`src/verilog/gpc_cfg.svh`:
```
// Offsets, field positions, reset values and limits of the counter pair
`ifndef GPC_CFG_SVH
`define GPC_CFG_SVH

// ==========================================================================
// Register byte offsets
`define OFS_FIRST_RAW        6'h00
`define OFS_FIRST_VALUE      6'h04
`define OFS_FIRST_SETPOINT   6'h08
`define OFS_FIRST_MAXIMUM    6'h0c
`define OFS_GEAR_NUMERATOR   6'h10
`define OFS_GEAR_DENOMINATOR 6'h14
`define OFS_FIRST_CONTROL    6'h18
`define OFS_SECOND_ACTUAL    6'h1c
`define OFS_SECOND_SETPOINT  6'h20
`define OFS_SECOND_MAXIMUM   6'h24
`define OFS_SECOND_CONTROL   6'h28
`define OFS_IRQ_STATUS       6'h2c
`define OFS_IRQ_MASK         6'h30
`define OFS_LIVE_STATUS      6'h34

// ==========================================================================
// Reset values
`define RST_FIRST_SETPOINT   32'h0000_03e8
`define RST_FIRST_MAXIMUM    32'hffff_ffff
`define RST_GEAR_TERM        16'h0001
`define RST_FIRST_CONTROL    16'h0001
`define RST_SECOND_SETPOINT  16'h03e8
`define RST_SECOND_MAXIMUM   16'hffff
`define RST_SECOND_CONTROL   16'h0064

// ==========================================================================
// Control setting decimal digits
`define CTRL_HUNDRED         8'h64
`define CTRL_TEN             8'h0a
`define CTRL_LIMIT           16'h0083
`define CTRL_MAX_TENS        2'h3

// ==========================================================================
// Interrupt status / live status bit positions
`define IRQ_FIRST_REACHED    0
`define IRQ_SECOND_REACHED   1
`define IRQ_FIRST_AT_MAX     2
`define IRQ_SECOND_AT_MAX    3
`define IRQ_WIDTH            4

`endif

```
`src/verilog/gpc_pkg.sv`:
```
// Types shared by the counter pair
package gpc_pkg;

  typedef enum logic [1:0] {
    STOP_CONTINUE,
    STOP_COAST,
    STOP_RAMP,
    STOP_EMERGENCY
  } stop_action_e;

  typedef enum logic {
    METHOD_HOLD,
    METHOD_WRAP
  } count_method_e;

  typedef struct packed {
    logic          retain;
    stop_action_e  action;
    count_method_e method;
  } ctrl_digits_s;

  typedef struct packed {
    logic         active;
    stop_action_e kind;
  } stop_req_s;

endpackage

```
`src/verilog/pulse_counter_core.sv`:
```
// One up counter with maximum handling, clear and set value compare
module pulse_counter_core #(
  parameter int W = 32
) (
  input  wire logic                   clk_sys,
  input  wire logic                   reset_n,
  input  wire logic                   step,
  input  wire logic                   clear,
  input  wire gpc_pkg::count_method_e method,
  input  wire logic [W-1:0]           maximum,
  input  wire logic [W-1:0]           setpoint,
  output logic      [W-1:0]           count,
  output logic                        reached,
  output logic                        at_max
);

  logic [W-1:0] count_reg;
  logic [W-1:0] count_next;

  // ========================================================================
  // Next count
  always_comb begin
    count_next = count_reg;
    if (clear) begin
      count_next = '0;
    end else if (step) begin
      if (count_reg >= maximum) begin
        if (method == gpc_pkg::METHOD_WRAP) begin
          count_next = '0;
        end
      end else begin
        count_next = count_reg + W'(1);
      end
    end
  end

  always_ff @(posedge clk_sys) begin
    if (!reset_n) begin
      count_reg <= '0;
    end else begin
      count_reg <= count_next;
    end
  end

  assign count = count_reg;
  assign reached = (count_reg >= setpoint);
  assign at_max  = (count_reg >= maximum);

endmodule

```
`src/verilog/geared_pulse_counter_pair.sv`:
```
// Geared 32-bit and plain 16-bit pulse counters with Avalon-MM registers
`include "gpc_cfg.svh"

module geared_pulse_counter_pair (
  input  wire logic                clk_sys,
  input  wire logic                reset_n,
  // Avalon-MM slave
  input  wire logic [5:0]          avs_address,
  input  wire logic                avs_read,
  input  wire logic                avs_write,
  input  wire logic [31:0]         avs_writedata,
  input  wire logic [3:0]          avs_byteenable,
  output logic      [31:0]         avs_readdata,
  output logic                     avs_waitrequest,
  // Terminals
  input  wire logic                first_pulse_in,
  input  wire logic                first_clear_in,
  input  wire logic                second_pulse_in,
  input  wire logic                second_clear_in,
  output logic                     first_reached_out,
  output logic                     second_reached_out,
  output gpc_pkg::stop_req_s       first_stop_req,
  output gpc_pkg::stop_req_s       second_stop_req,
  output logic                     first_retain,
  output logic                     second_retain,
  output logic                     irq
);

  // ========================================================================
  // Helpers
  function automatic logic [31:0] merge_bytes(input logic [31:0] old_v,
                                              input logic [31:0] new_v,
                                              input logic [3:0]  be);
    logic [31:0] r;
    r = old_v;
    for (int i = 0; i < 4; i++) begin
      if (be[i]) begin
        r[i*8 +: 8] = new_v[i*8 +: 8];
      end
    end
    return r;
  endfunction

  // Control setting is a decimal number: hundreds, tens, units digits
  function automatic gpc_pkg::ctrl_digits_s decode_ctrl(input logic [15:0] v);
    gpc_pkg::ctrl_digits_s d;
    logic [7:0]            rem;
    logic [1:0]            tens;
    rem  = (v[7:0] >= `CTRL_HUNDRED) ? v[7:0] - `CTRL_HUNDRED : v[7:0];
    tens = (rem >= 8'(3 * `CTRL_TEN)) ? 2'h3 :
           (rem >= 8'(2 * `CTRL_TEN)) ? 2'h2 :
           (rem >= `CTRL_TEN)         ? 2'h1 : 2'h0;
    rem  = rem - 8'(tens * `CTRL_TEN);
    d.retain = (v[7:0] >= `CTRL_HUNDRED);
    d.action = gpc_pkg::stop_action_e'(tens);
    d.method = gpc_pkg::count_method_e'(rem[0]);
    return d;
  endfunction

  // Legal when the decoded digits give back the same value
  function automatic logic ctrl_legal(input logic [15:0] v);
    gpc_pkg::ctrl_digits_s d;
    d = decode_ctrl(v);
    return (v <= `CTRL_LIMIT) &&
           (v[7:0] == (d.retain ? `CTRL_HUNDRED : 8'h00) + 8'(d.action) * `CTRL_TEN
                      + 8'(d.method));
  endfunction

  // ========================================================================
  // Register state
  logic [31:0] first_setpoint_reg,   first_setpoint_next;
  logic [31:0] first_maximum_reg,    first_maximum_next;
  logic [15:0] gear_numerator_reg,   gear_numerator_next;
  logic [15:0] gear_denominator_reg, gear_denominator_next;
  logic [15:0] first_control_reg,    first_control_next;
  logic [15:0] second_setpoint_reg,  second_setpoint_next;
  logic [15:0] second_maximum_reg,   second_maximum_next;
  logic [15:0] second_control_reg,   second_control_next;
  logic [`IRQ_WIDTH-1:0] irq_status_reg, irq_status_next;
  logic [`IRQ_WIDTH-1:0] irq_mask_reg,   irq_mask_next;
  logic        ack_reg,     ack_next;
  logic [31:0] rdata_reg,   rdata_next;
  logic [31:0] first_raw_reg, first_raw_next;

  logic [31:0] first_count;
  logic [15:0] second_count;
  logic        first_reached,  second_reached;
  logic        first_at_max,   second_at_max;
  logic [`IRQ_WIDTH-1:0] live;
  logic [`IRQ_WIDTH-1:0] live_prev_reg;
  logic [31:0] wval,        rsel;
  logic        wr_take;

  gpc_pkg::ctrl_digits_s first_ctrl, second_ctrl;

  assign first_ctrl  = decode_ctrl(first_control_reg);
  assign second_ctrl = decode_ctrl(second_control_reg);

  // ========================================================================
  // Bus handshake: one wait cycle on every access
  assign avs_waitrequest = (avs_read | avs_write) & ~ack_reg;
  assign wr_take         = avs_write & ack_reg;
  assign avs_readdata    = rdata_reg;

  always_comb begin
    first_setpoint_next   = first_setpoint_reg;
    first_maximum_next    = first_maximum_reg;
    gear_numerator_next   = gear_numerator_reg;
    gear_denominator_next = gear_denominator_reg;
    first_control_next    = first_control_reg;
    second_setpoint_next  = second_setpoint_reg;
    second_maximum_next   = second_maximum_reg;
    second_control_next   = second_control_reg;
    irq_mask_next         = irq_mask_reg;
    ack_next              = (avs_read | avs_write) & ~ack_reg;
    rdata_next            = rdata_reg;
    irq_status_next       = irq_status_reg;
    // Current value of the addressed register, for reads and lane merges
    unique case (avs_address)
      `OFS_FIRST_RAW:        rsel = first_raw_reg;
      `OFS_FIRST_VALUE:      rsel = first_count;
      `OFS_FIRST_SETPOINT:   rsel = first_setpoint_reg;
      `OFS_FIRST_MAXIMUM:    rsel = first_maximum_reg;
      `OFS_GEAR_NUMERATOR:   rsel = {16'h0000, gear_numerator_reg};
      `OFS_GEAR_DENOMINATOR: rsel = {16'h0000, gear_denominator_reg};
      `OFS_FIRST_CONTROL:    rsel = {16'h0000, first_control_reg};
      `OFS_SECOND_ACTUAL:    rsel = {16'h0000, second_count};
      `OFS_SECOND_SETPOINT:  rsel = {16'h0000, second_setpoint_reg};
      `OFS_SECOND_MAXIMUM:   rsel = {16'h0000, second_maximum_reg};
      `OFS_SECOND_CONTROL:   rsel = {16'h0000, second_control_reg};
      `OFS_IRQ_STATUS:       rsel = {28'h000_0000, irq_status_reg};
      `OFS_IRQ_MASK:         rsel = {28'h000_0000, irq_mask_reg};
      `OFS_LIVE_STATUS:      rsel = {28'h000_0000, live};
      default:               rsel = 32'h0000_0000;
    endcase
    wval = merge_bytes(rsel, avs_writedata, avs_byteenable);
    if (wr_take) begin
      unique case (avs_address)
        `OFS_FIRST_SETPOINT:   if (wval != 32'h0000_0000) first_setpoint_next = wval;
        `OFS_FIRST_MAXIMUM:    if (wval != 32'h0000_0000) first_maximum_next = wval;
        `OFS_GEAR_NUMERATOR:   if (wval[15:0] != 16'h0000) gear_numerator_next = wval[15:0];
        `OFS_GEAR_DENOMINATOR: if (wval[15:0] != 16'h0000) gear_denominator_next = wval[15:0];
        `OFS_FIRST_CONTROL:    if (ctrl_legal(wval[15:0])) first_control_next = wval[15:0];
        `OFS_SECOND_SETPOINT:  if (wval[15:0] != 16'h0000) second_setpoint_next = wval[15:0];
        `OFS_SECOND_MAXIMUM:   if (wval[15:0] != 16'h0000) second_maximum_next = wval[15:0];
        `OFS_SECOND_CONTROL:   if (ctrl_legal(wval[15:0])) second_control_next = wval[15:0];
        `OFS_IRQ_STATUS:       if (avs_byteenable[0])
                                 irq_status_next = irq_status_reg & ~avs_writedata[`IRQ_WIDTH-1:0];
        `OFS_IRQ_MASK:         irq_mask_next = wval[`IRQ_WIDTH-1:0];
        default:               ;
      endcase
    end
    // Set wins over a clear in the same cycle
    irq_status_next = irq_status_next | (live & ~live_prev_reg);
    if (avs_read && !ack_reg) begin
      rdata_next = rsel;
    end
  end

  always_ff @(posedge clk_sys) begin
    if (!reset_n) begin
      first_setpoint_reg   <= `RST_FIRST_SETPOINT;
      first_maximum_reg    <= `RST_FIRST_MAXIMUM;
      gear_numerator_reg   <= `RST_GEAR_TERM;
      gear_denominator_reg <= `RST_GEAR_TERM;
      first_control_reg    <= `RST_FIRST_CONTROL;
      second_setpoint_reg  <= `RST_SECOND_SETPOINT;
      second_maximum_reg   <= `RST_SECOND_MAXIMUM;
      second_control_reg   <= `RST_SECOND_CONTROL;
      irq_status_reg       <= '0;
      irq_mask_reg         <= '0;
      ack_reg              <= 1'b0;
      rdata_reg            <= 32'h0000_0000;
    end else begin
      first_setpoint_reg   <= first_setpoint_next;
      first_maximum_reg    <= first_maximum_next;
      gear_numerator_reg   <= gear_numerator_next;
      gear_denominator_reg <= gear_denominator_next;
      first_control_reg    <= first_control_next;
      second_setpoint_reg  <= second_setpoint_next;
      second_maximum_reg   <= second_maximum_next;
      second_control_reg   <= second_control_next;
      irq_status_reg       <= irq_status_next;
      irq_mask_reg         <= irq_mask_next;
      ack_reg              <= ack_next;
      rdata_reg            <= rdata_next;
    end
  end

  // ========================================================================
  // Pulse edges and gear stage
  logic        first_pulse_prev_reg,  second_pulse_prev_reg;
  logic        first_edge,            second_edge;
  logic [31:0] residue_reg,           residue_next;
  logic        gear_step;

  assign first_edge  = first_pulse_in  & ~first_pulse_prev_reg;
  assign second_edge = second_pulse_in & ~second_pulse_prev_reg;
  assign gear_step   = (residue_reg >= {16'h0000, gear_denominator_reg});

  always_comb begin
    first_raw_next = first_raw_reg;
    residue_next   = residue_reg;
    if (first_clear_in) begin
      first_raw_next = 32'h0000_0000;
      residue_next   = 32'h0000_0000;
    end else begin
      if (first_edge) begin
        first_raw_next = first_raw_reg + 32'h0000_0001;
      end
      residue_next = residue_reg
                     + (first_edge ? {16'h0000, gear_numerator_reg} : 32'h0000_0000)
                     - (gear_step ? {16'h0000, gear_denominator_reg} : 32'h0000_0000);
    end
  end

  always_ff @(posedge clk_sys) begin
    if (!reset_n) begin
      first_pulse_prev_reg  <= 1'b0;
      second_pulse_prev_reg <= 1'b0;
      first_raw_reg         <= 32'h0000_0000;
      residue_reg           <= 32'h0000_0000;
      live_prev_reg         <= '0;
    end else begin
      first_pulse_prev_reg  <= first_pulse_in;
      second_pulse_prev_reg <= second_pulse_in;
      first_raw_reg         <= first_raw_next;
      residue_reg           <= residue_next;
      live_prev_reg         <= live;
    end
  end

  // ========================================================================
  // Counters
  // geared 32-bit counter
  pulse_counter_core #(.W(32)) u_first (
    .clk_sys  (clk_sys),
    .reset_n  (reset_n),
    .step     (gear_step),
    .clear    (first_clear_in),
    .method   (first_ctrl.method),
    .maximum  (first_maximum_reg),
    .setpoint (first_setpoint_reg),
    .count    (first_count),
    .reached  (first_reached),
    .at_max   (first_at_max)
  );

  pulse_counter_core #(.W(16)) u_second (
    .clk_sys  (clk_sys),
    .reset_n  (reset_n),
    .step     (second_edge),
    .clear    (second_clear_in),
    .method   (second_ctrl.method),
    .maximum  (second_maximum_reg),
    .setpoint (second_setpoint_reg),
    .count    (second_count),
    .reached  (second_reached),
    .at_max   (second_at_max)
  );

  always_comb begin
    live = '0;
    live[`IRQ_FIRST_REACHED]  = first_reached;
    live[`IRQ_SECOND_REACHED] = second_reached;
    live[`IRQ_FIRST_AT_MAX]   = first_at_max;
    live[`IRQ_SECOND_AT_MAX]  = second_at_max;
  end

  // ========================================================================
  // Outputs
  gpc_pkg::stop_req_s first_stop_reg,  first_stop_next;
  gpc_pkg::stop_req_s second_stop_reg, second_stop_next;
  logic               first_reached_reg, second_reached_reg;
  logic               first_retain_reg,  second_retain_reg;

  always_comb begin
    first_stop_next.active  = first_reached &
                              (first_ctrl.action != gpc_pkg::STOP_CONTINUE);
    first_stop_next.kind    = first_ctrl.action;
    second_stop_next.active = second_reached &
                              (second_ctrl.action != gpc_pkg::STOP_CONTINUE);
    second_stop_next.kind   = second_ctrl.action;
  end

  always_ff @(posedge clk_sys) begin
    if (!reset_n) begin
      first_stop_reg     <= '0;
      second_stop_reg    <= '0;
      first_reached_reg  <= 1'b0;
      second_reached_reg <= 1'b0;
      first_retain_reg   <= 1'b0;
      second_retain_reg  <= 1'b0;
    end else begin
      first_stop_reg     <= first_stop_next;
      second_stop_reg    <= second_stop_next;
      first_reached_reg  <= first_reached;
      second_reached_reg <= second_reached;
      first_retain_reg   <= first_ctrl.retain;
      second_retain_reg  <= second_ctrl.retain;
    end
  end

  assign first_stop_req     = first_stop_reg;
  assign second_stop_req    = second_stop_reg;
  assign first_reached_out  = first_reached_reg;
  assign second_reached_out = second_reached_reg;
  assign first_retain       = first_retain_reg;
  assign second_retain      = second_retain_reg;
  assign irq                = |(irq_status_reg & irq_mask_reg);

endmodule

```
`config.mk`:
```
export PLATFORM = sky130hd
export DESIGN_NAME = geared_pulse_counter_pair
export DESIGN_NICKNAME = d
export VERILOG_FILES = /design/src/verilog/gpc_pkg.sv /design/src/verilog/pulse_counter_core.sv /design/src/verilog/geared_pulse_counter_pair.sv
export VERILOG_INCLUDE_DIRS = /design/src /design/src/verilog
export SDC_FILE = /design/constraint.sdc
export NUM_CORES = 1
export LEC_CHECK = 0
export BUFFER_PORTS_ARGS = -buffer_cell sky130_fd_sc_hd__buf_4
export CAP_MARGIN = 15
export CORE_AREA = 2 2 175 263
export CTS_CLUSTER_SIZE = 40
export DETAILED_ROUTE_END_ITERATION = 10
export DIE_AREA = 0 0 177 265
export GPL_ROUTABILITY_DRIVEN = 1
export HOLD_SLACK_MARGIN = 0.06
export PLACE_DENSITY_LB_ADDON = 0.1
export SLEW_MARGIN = 20
export SYNTH_ARGS = -nofsm -noshare
export SYNTH_HDL_FRONTEND = slang
export SYNTH_SLANG_ARGS = --single-unit
```
`constraint.sdc`:
```
create_clock -name clk_sys -period 10.62 [get_ports clk_sys]
set_input_delay 0.531 -clock clk_sys [delete_from_list [all_inputs] [get_ports clk_sys]]
set_output_delay 0.531 -clock clk_sys [all_outputs]
set_load 0.02 [all_outputs]
```
==> results by group <==
Outcome
  • Status: finished, final reports clean

Setup path
  • Startpoint Class: register
  • Worst path top cell family by delay: compound AO/OA/AOI/OAI gates
  • WS Path Type: reg2reg
  • Crit-path max FO: 16
  • FF-to-FF path depth: 20
  • CP Cell Sequence: ha_1 > a211o_1 > a31oi_1 > o21ai_0 > a21o_1 > a22o_1 > o31ai_4 > inv_1 > ha_1 > and3_1 > a311oi_4 > mux2_2 > o2bb2a_4 > inv_1 > ha_1 > xnor2_1 > a2111o_1 > a221oi_2 > nand3_2 > mux2_1
  • CP bufs+invs: 2
  • Crit. path cell count: 20
  • CP max stage delay: 0.70 ns
  • Most frequent CP cell: ha_1
  • Required @ worst endpoint: 11.04 ns
  • CP endpoint kind: register
  • CP Data Arrival Time: 7.12 ns
  • Slowest-stage cell, CP: dfxtp_1

Job
  • Max cap viols: 0

Final layout
  • Share of post-route cells with drive strength above 1: 9.959%
  • Fin util: 49.70%
  • Area grow syn2layout: 11.45%
  • N_diodes: 0
  • Nets@finish: 2636

Yosys
  • Number of flops mapped to enable cells by yosys: 0
  • Synth Area per Inst: 8.391 sq um
  • Most frequently used flop master after synthesis: dfxtp_1
  • Sequential-to-total area share from yosys stat: 32.93%
  • Cell count after synthesis: 2369
  • Yosys cell types: 93
  • Post-synthesis async set-or-reset flop share: 0%
  • Warnings, synthesis: 0
  • FF+latch count, synth: 327
  • Net Count, Synth: 2600
  • Synthesized area: 19880 sq um

Clocking
  • CTS root buffer: clkbuf_16
  • H-tree depth: 2
  • Gates resized, CTS repair: 0
  • CTS Buffer Depth: 3
  • Postcts setup bufs: 0
  • Clk slew on worst S/H paths: 0.06 ns
  • # hold bufs at CTS: 0
  • Clock latency on the worst-skew pair: 0.54 ns
  • Clk sink count: 327
  • Cts bufs inserted: 37
  • CTS tree: built

Place
  • I/O Buffers: 93
  • GPL Wtd Cong: 1.014
  • Hpwl dp: 52910 microns

Power
  • Peak VDD IR: 0.1221 mV
  • Sequential share of power: 32.3%
  • Power per cell area: 187.3 nW/um^2
  • Switching Share: 36.06%
  • P_int: 2.653 mW
  • Static Leak: 10.52 nW
  • Part of the power in the clock network: 30.5%
  • NetSw: 1.496 mW
  • Gate power share: 37.2%

STA
  • Final hold violation count: 0
  • Setup Skew: 0.02082 ns
  • Period minus WS final: 6.708 ns
  • Worst Tran Pin Value: 1.178 ns
  • RSZ-0062 raised after global routing: false
  • Max Freq: 0.1491 GHz
  • Max_slew headroom: 19.21%
  • Final Slew Violations: 0
  • Total negative slack: 0 ns
  • Fin crit share: 63.16%
  • Final setup viols: 0

Floorplan
  • Initial Util: 44.60%
  • I/O pins: 94
  • Die height: 265 microns
  • Core ar.: 44570 sq um
  • Die Wd: 177 microns
  • FP Rows: 95
  • DIE AREA: 46910 sq um

Global route
  • M1 GR Usage: 29.13%
  • First-pass GRT wire length: 104200 microns
  • Initial antenna violation count: 0
  • Vias in the first global route: 17500
  • Overall Global Routing Usage: 29.43%
  • Largest net degree at the start of global routing: 61
  • GR peak layer: met2
  • Grt met3 use: 4.016%
  • Met2 GRT Util: 53.53%
  • GRT overflow: 0

Hold path
  • WHS Path Cells: 2
  • Hold WC Path Type: in2reg

Routing
  • Routed Antenna Nets: 0
  • Final wirelength: 69480 microns
  • Vias: 17610
  • Drt wl/cell: 23.07 microns
  • DRT iter0 DRCs: 1207
  • Post-route DRC: 0
  • First-pass iteration count of the detailed router: 6
  • Routed vias/inst: 5.847
[final timing paths]
| kind | end | start | slack [ns] |
|---|---|---|---|
| hold / removal | first_pulse_prev_reg$_SDFF_PN0_ | first_pulse_in | 0.21 |
| setup reg to reg | second_control_reg[6]$_SDFFE_PN1P_ | u_first.count[2]$_SDFFE_PP0P_ | 3.91 |
| hold reg to reg | first_setpoint_reg[6]$_SDFFE_PN1P_ | first_setpoint_reg[6]$_SDFFE_PN1P_ | 0.48 |
| setup / recovery | second_control_reg[6]$_SDFFE_PN1P_ | u_first.count[2]$_SDFFE_PP0P_ | 3.91 |
[synthesized netlist by cell type (25+ instances only)]
| cell | n | share of area, % |
|---|---|---|
| clkbuf_1 | 76 | 1.4 |
| xnor2_1 | 42 | 1.9 |
| or3_1 | 29 | 0.91 |
| mux2i_1 | 140 | 7.0 |
| ha_1 | 165 | 10 |
| and3_1 | 73 | 2.3 |
| nand4_1 | 27 | 0.85 |
| a21oi_1 | 76 | 1.9 |
| nor2_1 | 271 | 5.1 |
| inv_1 | 215 | 4.1 |
| dfxtp_1 | 327 | 33 |
| nand2_1 | 212 | 4.0 |
| nor3_1 | 70 | 1.8 |
| nand3_1 | 51 | 1.3 |
| a22oi_1 | 71 | 2.7 |
| xor2_1 | 41 | 1.8 |
| o21ai_0 | 69 | 1.7 |
| buf_2 | 25 | 0.63 |
[power groups by stage]
stage	sequential [mW]	combinational, mW	clock (mW)
after global placement	1.37	1.51	0
after floorplan	1.36	1.17	0
after global routing	1.35	1.74	1.33
after detailed placement	1.37	1.53	0
final	1.34	1.54	1.26
after CTS	1.34	1.55	1.29
[metal layers]
| metal | vias to the layer above | wire length, microns |
|---|---|---|
| met5 | - | 0 |
| met4 | 0 | 6738 |
| met3 | 259 | 3039 |
| met2 | 585 | 35550 |
| met1 | 8367 | 24150 |
| li1 | 8401 | - |
[area by class of cell]
type,count,area [sq um]
timing repair buffer,113,848.3
tap,582,728.2
multi-input combinational,1708,12040
inverter,218,820.8
sequential,327,6546
fill,4375,22420
clock inverter,15,117.6
clock buffer,49,1051
[cells in the final DEF, fill, tap and decap left out, types with 51 or more instances in the layout]
cell type / n
a21oi_1: 76
a22oi_1: 71
and3_1: 73
buf_4: 113
dfxtp_1: 327
ha_1: 165
inv_1: 215
mux2i_1: 136
nand2_1: 212
nand3_1: 51
nor2_1: 268
nor3_1: 70
o21ai_0: 69
[logic make-up (layout without fill, tap and decap cells)]
family / count (synthesis) / in the layout / synth area share [%]
buf+inv: 334 / 395 / 6.747
compound gates: 427 / 427 / 15.51
simple gates: 853 / 853 / 20.75
mux: 163 / 163 / 8.352
flops: 327 / 327 / 32.93
fa+ha+maj: 182 / 182 / 12.05
xor+xnor: 83 / 83 / 3.657
[stage by stage]
step                std cells  area, sq um  hold slack [ns]  total power [mW]  setup WS [ns]
floorplan                2369        19880           0.4450             2.537          4.848
global placement         2948        20960           0.4604             2.873          3.859
detailed placement       2948        20960           0.4626             2.900          3.693
CTS                      3012        22130           0.1920             4.176          3.933
global route             3012        22160           0.2183             4.424          3.550
finish                   3012        22160           0.2076             4.149          3.913
Power figures use the tool's default switching activity.
